<file path="src/tcs_pkg.sv">
// Constants for the timer clock-select block.
// Assumes a 200 MHz system clock and an Avalon-MM slave with waitrequest.
// Notes on behaviour
// Timer 3 16-bit mode clocks from low select
// Split mode: low select drives low byte only
// Low select 0 uses Timer 3 external choice
// High select 0 uses Timer 3 external choice
// High select ignored outside split mode
// Timer 2 selects: system clock or external choice
// External clock synchronised before it is divided
// Select 1 clocks byte from system clock
package tcs_pkg;
    localparam logic [1:0] ADDR_CLK_SEL = 2'h0;
    localparam logic [1:0] ADDR_STATUS = 2'h1;
    localparam logic [7:0] CLK_SEL_RESET = 8'h00;
    localparam int BIT_T3H = 7;
    localparam int BIT_T3L = 6;
    localparam int BIT_T2H = 5;
    localparam int BIT_T2L = 4;
    localparam int BIT_T1 = 3;
    localparam int BIT_T0 = 2;
    localparam int BIT_SCA_HI = 1;
    localparam int BIT_SCA_LO = 0;
    localparam logic [3:0] DIV12_LAST = 4'hb;
    localparam logic [2:0] EXT_DIV_LAST = 3'h7;
    typedef enum logic [1:0] {
        BUS_IDLE = 2'b01,
        BUS_ACK = 2'b10
    } tcs_bus_t;
endpackage : tcs_pkg

</file>
<file path="src/tcs_timer_clock_select.sv">
// Timer clock-select register and per-timer tick generation.
// Assumes timer control bits come from logic on clk; extClk is a pin.
//
// Implementation choices: the register addresses and the Avalon-MM register port.
module tcs_timer_clock_select (
    input wire logic clk,
    input wire logic reset_n,
    input wire logic [1:0] address,
    input wire logic read,
    input wire logic write,
    input wire logic [31:0] writedata,
    output logic [31:0] readdata,
    output logic waitrequest,
    input wire logic extClk,
    input wire logic timer3Split,
    input wire logic timer3ExtClkSel,
    input wire logic timer2Split,
    input wire logic timer2ExtClkSel,
    output logic timer3LowTick,
    output logic timer3HighTick,
    output logic timer2LowTick,
    output logic timer2HighTick,
    output logic [7:0] timerClockSelect
);
    tcs_pkg::tcs_bus_t busState_ff;
    logic [7:0] clkSel_ff;
    logic [31:0] readData_ff;
    logic [3:0] div12Count_ff;
    logic div12Tick_ff;
    logic extSync;
    logic extPrev_ff;
    logic [2:0] extCount_ff;
    logic extDiv8Tick_ff;
    logic t3LowTick_ff;
    logic t3HighTick_ff;
    logic t2LowTick_ff;
    logic t2HighTick_ff;
    logic t3ExtTick;
    logic t2ExtTick;
    logic nxt_t3Low;
    logic nxt_t3High;

    // One wait cycle, answer on the next
    always_ff @(posedge clk or negedge reset_n) begin
        if (!reset_n) begin
            busState_ff <= tcs_pkg::BUS_IDLE;
        end else begin
            case (busState_ff)
                tcs_pkg::BUS_IDLE: begin
                    if (read || write) begin
                        busState_ff <= tcs_pkg::BUS_ACK;
                    end
                end
                tcs_pkg::BUS_ACK: busState_ff <= tcs_pkg::BUS_IDLE;
                default: busState_ff <= tcs_pkg::BUS_IDLE;
            endcase
        end
    end

    assign waitrequest = (read || write) && (busState_ff != tcs_pkg::BUS_ACK);

    always_ff @(posedge clk or negedge reset_n) begin
        if (!reset_n) begin
            clkSel_ff <= tcs_pkg::CLK_SEL_RESET;
        end else if (write && busState_ff == tcs_pkg::BUS_ACK
                     && address == tcs_pkg::ADDR_CLK_SEL) begin
            clkSel_ff <= writedata[7:0];
        end
    end

    // Read data; status word shows tick sources
    always_ff @(posedge clk or negedge reset_n) begin
        if (!reset_n) begin
            readData_ff <= 32'h0000_0000;
        end else if (read && busState_ff == tcs_pkg::BUS_IDLE) begin
            case (address)
                tcs_pkg::ADDR_CLK_SEL: readData_ff <= {24'h00_0000, clkSel_ff};
                tcs_pkg::ADDR_STATUS: readData_ff <= {28'h000_0000, timer3Split,
                    timer2Split, timer3ExtClkSel, timer2ExtClkSel};
                default: readData_ff <= 32'h0000_0000;
            endcase
        end
    end

    assign readdata = readData_ff;
    assign timerClockSelect = clkSel_ff;

    // System clock divided by 12
    always_ff @(posedge clk or negedge reset_n) begin
        if (!reset_n) begin
            div12Count_ff <= 4'h0;
            div12Tick_ff <= 1'b0;
        end else begin
            div12Tick_ff <= (div12Count_ff == tcs_pkg::DIV12_LAST);
            div12Count_ff <= (div12Count_ff == tcs_pkg::DIV12_LAST) ? 4'h0
                : div12Count_ff + 4'h1;
        end
    end

    tcs_sync u_extSync (
        .clk(clk),
        .reset_n(reset_n),
        .asyncIn(extClk),
        .syncOut(extSync)
    );

    // External clock divided by 8 on synchronised rising edges
    always_ff @(posedge clk or negedge reset_n) begin
        if (!reset_n) begin
            extPrev_ff <= 1'b0;
            extCount_ff <= 3'h0;
            extDiv8Tick_ff <= 1'b0;
        end else begin
            extPrev_ff <= extSync;
            extDiv8Tick_ff <= 1'b0;
            if (extSync && !extPrev_ff) begin
                extCount_ff <= extCount_ff + 3'h1;
                extDiv8Tick_ff <= (extCount_ff == tcs_pkg::EXT_DIV_LAST);
            end
        end
    end

    assign t3ExtTick = timer3ExtClkSel ? extDiv8Tick_ff : div12Tick_ff;
    assign t2ExtTick = timer2ExtClkSel ? extDiv8Tick_ff : div12Tick_ff;

    always_comb begin
        nxt_t3Low = clkSel_ff[tcs_pkg::BIT_T3L] ? 1'b1 : t3ExtTick;
        if (timer3Split) begin
            nxt_t3High = clkSel_ff[tcs_pkg::BIT_T3H] ? 1'b1 : t3ExtTick;
        end else begin
            nxt_t3High = nxt_t3Low;
        end
    end

    always_ff @(posedge clk or negedge reset_n) begin
        if (!reset_n) begin
            t3LowTick_ff <= 1'b0;
            t3HighTick_ff <= 1'b0;
        end else begin
            t3LowTick_ff <= nxt_t3Low;
            t3HighTick_ff <= nxt_t3High;
        end
    end

    always_ff @(posedge clk or negedge reset_n) begin
        if (!reset_n) begin
            t2LowTick_ff <= 1'b0;
            t2HighTick_ff <= 1'b0;
        end else begin
            t2LowTick_ff <= clkSel_ff[tcs_pkg::BIT_T2L] ? 1'b1 : t2ExtTick;
            if (timer2Split) begin
                t2HighTick_ff <= clkSel_ff[tcs_pkg::BIT_T2H] ? 1'b1 : t2ExtTick;
            end else begin
                t2HighTick_ff <= clkSel_ff[tcs_pkg::BIT_T2L] ? 1'b1 : t2ExtTick;
            end
        end
    end

    assign timer3LowTick = t3LowTick_ff;
    assign timer3HighTick = t3HighTick_ff;
    assign timer2LowTick = t2LowTick_ff;
    assign timer2HighTick = t2HighTick_ff;
endmodule : tcs_timer_clock_select

</file>
<file path="src/tcs_sync.sv">
// Two-flop synchroniser for one level.
// Assumes the input is asynchronous to clk.
module tcs_sync (
    input wire logic clk,
    input wire logic reset_n,
    input wire logic asyncIn,
    output logic syncOut
);
    logic stage1_ff;
    logic stage2_ff;

    always_ff @(posedge clk or negedge reset_n) begin
        if (!reset_n) begin
            stage1_ff <= 1'b0;
            stage2_ff <= 1'b0;
        end else begin
            stage1_ff <= asyncIn;
            stage2_ff <= stage1_ff;
        end
    end

    assign syncOut = stage2_ff;
endmodule : tcs_sync

</file>
<file path="config.mk">
export PLATFORM = sky130hd
export DESIGN_NAME = tcs_timer_clock_select
export DESIGN_NICKNAME = d
export VERILOG_FILES = /design/src/tcs_pkg.sv /design/src/tcs_timer_clock_select.sv /design/src/tcs_sync.sv
export SDC_FILE = /design/constraint.sdc
export NUM_CORES = 1
export LEC_CHECK = 0
export BUFFER_PORTS_ARGS = -buffer_cell sky130_fd_sc_hd__buf_4
export CORE_MARGIN = 10
export CORE_UTILIZATION = 30
export DETAILED_ROUTE_END_ITERATION = 8
export PLACE_DENSITY = 0.58
export SLEW_MARGIN = 20
export SYNTH_ARGS = -nofsm -noshare
export SYNTH_HDL_FRONTEND = slang
export SYNTH_SLANG_ARGS = --single-unit
</file>
<file path="constraint.sdc">
create_clock -name clk -period 3.6 [get_ports clk]
set_input_delay 0.54 -clock clk [delete_from_list [all_inputs] [get_ports clk]]
set_output_delay 0.54 -clock clk [all_outputs]
set_load 0.03 [all_outputs]
</file>
==> results.json <==
{
  "final_nets": 215,
  "critPathTopFamily": "flip-flops",
  "insertion_delay_ns": 0.28,
  "hold_path.class": "in -> async",
  "power_density_mw_per_mm2": 805,
  "cp.depth": 3,
  "ys_ff_latch": 34,
  "fmax_mhz": 553,
  "syn-cell-area_mm2": 0.00155,
  "critPathCaptureType": "primary output",
  "yosys.area.top_type": "dfrtp_1",
  "clk_path_buf_depth": 2,
  "drc_errors": 0,
  "timing.hold.ws_ns": 0.189,
  "clkTransAtPathRegs_ns": 0.06,
  "required_ns": 3.06,
  "n_antenna_cell": 0,
  "rsz0062_at_grt": "no",
  "final_max_slew_viol_count": 0,
  "fin_tns_setup_ns": 0,
  "yosys.area.top_type_share_pct": 53.4,
  "skew_ns": 0.00508,
  "core_area_mm2": 0.00504,
  "htree_num_levels": 2,
  "wl_per_cell_um": 13.2,
  "rr_worst_depth": 2,
  "fp-row-count": 26,
  "crit_chain": "and2b_1 > nor2_1 > buf_4",
  "drt-initial-drc-count": 49,
  "drtAntennaViolNets": 0,
  "syn_avg_cell_area_um2": 12.3,
  "cts_root_buffer": "clkbuf_8",
  "ir_drop_mv": 0.305,
  "synth_area_leaders": "dfrtp_1 (53%), buf_4 (12%), mux2_2 (8.0%)",
  "cts_hold_buf": 0,
  "die_h_um": 91.8,
  "syn2layout_area_growth_pct": 24.8,
  "synthDistinctLibCells": 26,
  "worstPathMaxFanout": 3,
  "dieWidth_um": 91.8,
  "status": "finished, final reports clean",
  "io_buffers": 39,
  "cts_sinks": 34,
  "fin_crit_ns": 1.81,
  "grt_pass1_vias": 1026,
  "top_level_ports": 88,
  "cts_buffers": 5,
  "antenna_found_initial": 0,
  "ys_seq_area_share_pct": 55.1,
  "crit_arrival_ns": 1.27,
  "cts_tree": "yes",
  "start_kind": "flip-flop",
  "critPathBufInv": 1,
  "dr.pass1.iters": 3,
  "critPathMaxStageDelay_ns": 0.53,
  "setup_viol": 0,
  "worst_pin_slew_ns": 0.545,
  "vias": 926,
  "hold_viol": 0,
  "grt_pass1_wl_um": 5170,
  "cts_setup_buffers": 0,
  "grt_overflow": 0,
  "layout-drive-gt1-share_pct": 36.1,
  "slowest_stage": "dfstp_2",
  "maxSlewHeadroom_pct": 63.6,
  "fin_crit_sh_pct": 50.2,
  "final_util_pct": 38.2,
  "layout_commonest_cell": "buf_4",
  "worstSetupPathType": "reg -> out",
  "synthCells": 126,
  "cts-resized-gates": 0,
  "synth-warning-count": 0,
  "grt_usage_pct": 7.90,
  "routed_wl_um": 3170,
  "start_util_pct": 30.6,
  "die_area_mm2": 0.00842,
  "layout_common_cells": "buf_4 (39), dfrtp_1 (33), conb_1 (24), nand2_1 (16), mux2_2 (11)",
  "maxCapViolCount": 0,
  "power_leakage_uw": 0.000986,
  "gp_congestion": 0.693,
  "viasPerCell": 3.87,
  "dp_hpwl_um": 2570,
  "grt_max_degree": 35
}
[cells by family after synthesis]
logic type / share of synthesized area, %
mux: 13.2
simple gates: 11.2
fa+ha+maj: 2.43
compound gates: 3.73
flops: 55.1
buf+inv: 13.0
other cells: 0.243
xor+xnor: 1.13
[path summary, 6_finish.rpt]
check | from | endpoint | slack, ns
max in group asynchronous | reset_n | busState_ff[0] | 3.06
worst max register to register | busState_ff[0] | readdata[3] | 2.23
worst max-delay path | busState_ff[0] | waitrequest | 1.79
worst min register to register | u_extSync.stage1_ff | u_extSync.syncOut | 0.35
min in group clk | u_extSync.stage1_ff | u_extSync.syncOut | 0.35
worst min-delay path | reset_n | u_extSync.syncOut | 0.19
[cells in the mapped netlist]
cell,number
nand3b_1,1
mux2_2,11
inv_1,1
nor2_8,1
buf_6,1
dfstp_2,1
buf_4,24
a21o_1,1
or3b_2,1
and2b_1,1
nand2b_1,2
buf_2,1
mux2i_1,8
nor2b_1,1
and2_1,1
xnor2_1,1
nor2_1,5
conb_1,1
o21ai_0,4
nand2_1,16
dfrtp_1,33
nor3b_1,1
ha_1,3
o31ai_1,4
nand3_4,1
xor2_1,1
[registers in the layout, summed over array words and instances, names as in the netlist]
name and cells:
timer3HighTick 1, busState_ff 2, u_extSync.syncOut 1, timer3LowTick 1
extPrev_ff 1, u_extSync.stage1_ff 1, div12Tick_ff 1, readdata 8
timerClockSelect 8, timer2HighTick 1, extCount_ff 3, extDiv8Tick_ff 1
div12Count_ff 4, timer2LowTick 1
[metal layers]
layer / GRT usage (%) / share of wire, % / vias to the layer above
li1: - / - / 451
met1: 8.69 / 40 / 431
met2: 12.3 / 48 / 38
met3: 4.40 / 9.8 / 6
met4: 3.47 / 2.0 / 0
met5: 0 / 0 / -
[power by group]
group / total [µW] / switching (µW) / internal, µW
logic: 600 / 366 / 234
clock network: 349 / 128 / 221
registers: 603 / 92.3 / 511
total: 1550 / 586 / 966
[area by class of cell]
type	count	area [µm²]
fill	529	3110
sequential	34	852
multi-input combinational	88	579
timing repair buffer	39	293
tap	70	87.6
clock buffer	6	82.6
clock inverter	1	30.0
inverter	1	3.75
[worst reg2reg max path: cells and delay by family (launching register included)]
family,cells,cell delay (ns)
flops,1,0.53
compound gates,1,0.37
simple gates,1,0.38
[metrics by stage]
stage | instance area, µm² | std cells | total power [µW] | setup slack, ns
floorplan | 1630 | 149 | 996 | 1.93
global placement | 1820 | 232 | 1220 | 2.05
detailed placement | 1820 | 232 | 1230 | 2.06
CTS | 1930 | 239 | 1590 | 1.77
global route | 1930 | 239 | 1660 | 1.73
finish | 1930 | 239 | 1550 | 1.79
Power figures use the tool's default switching activity.
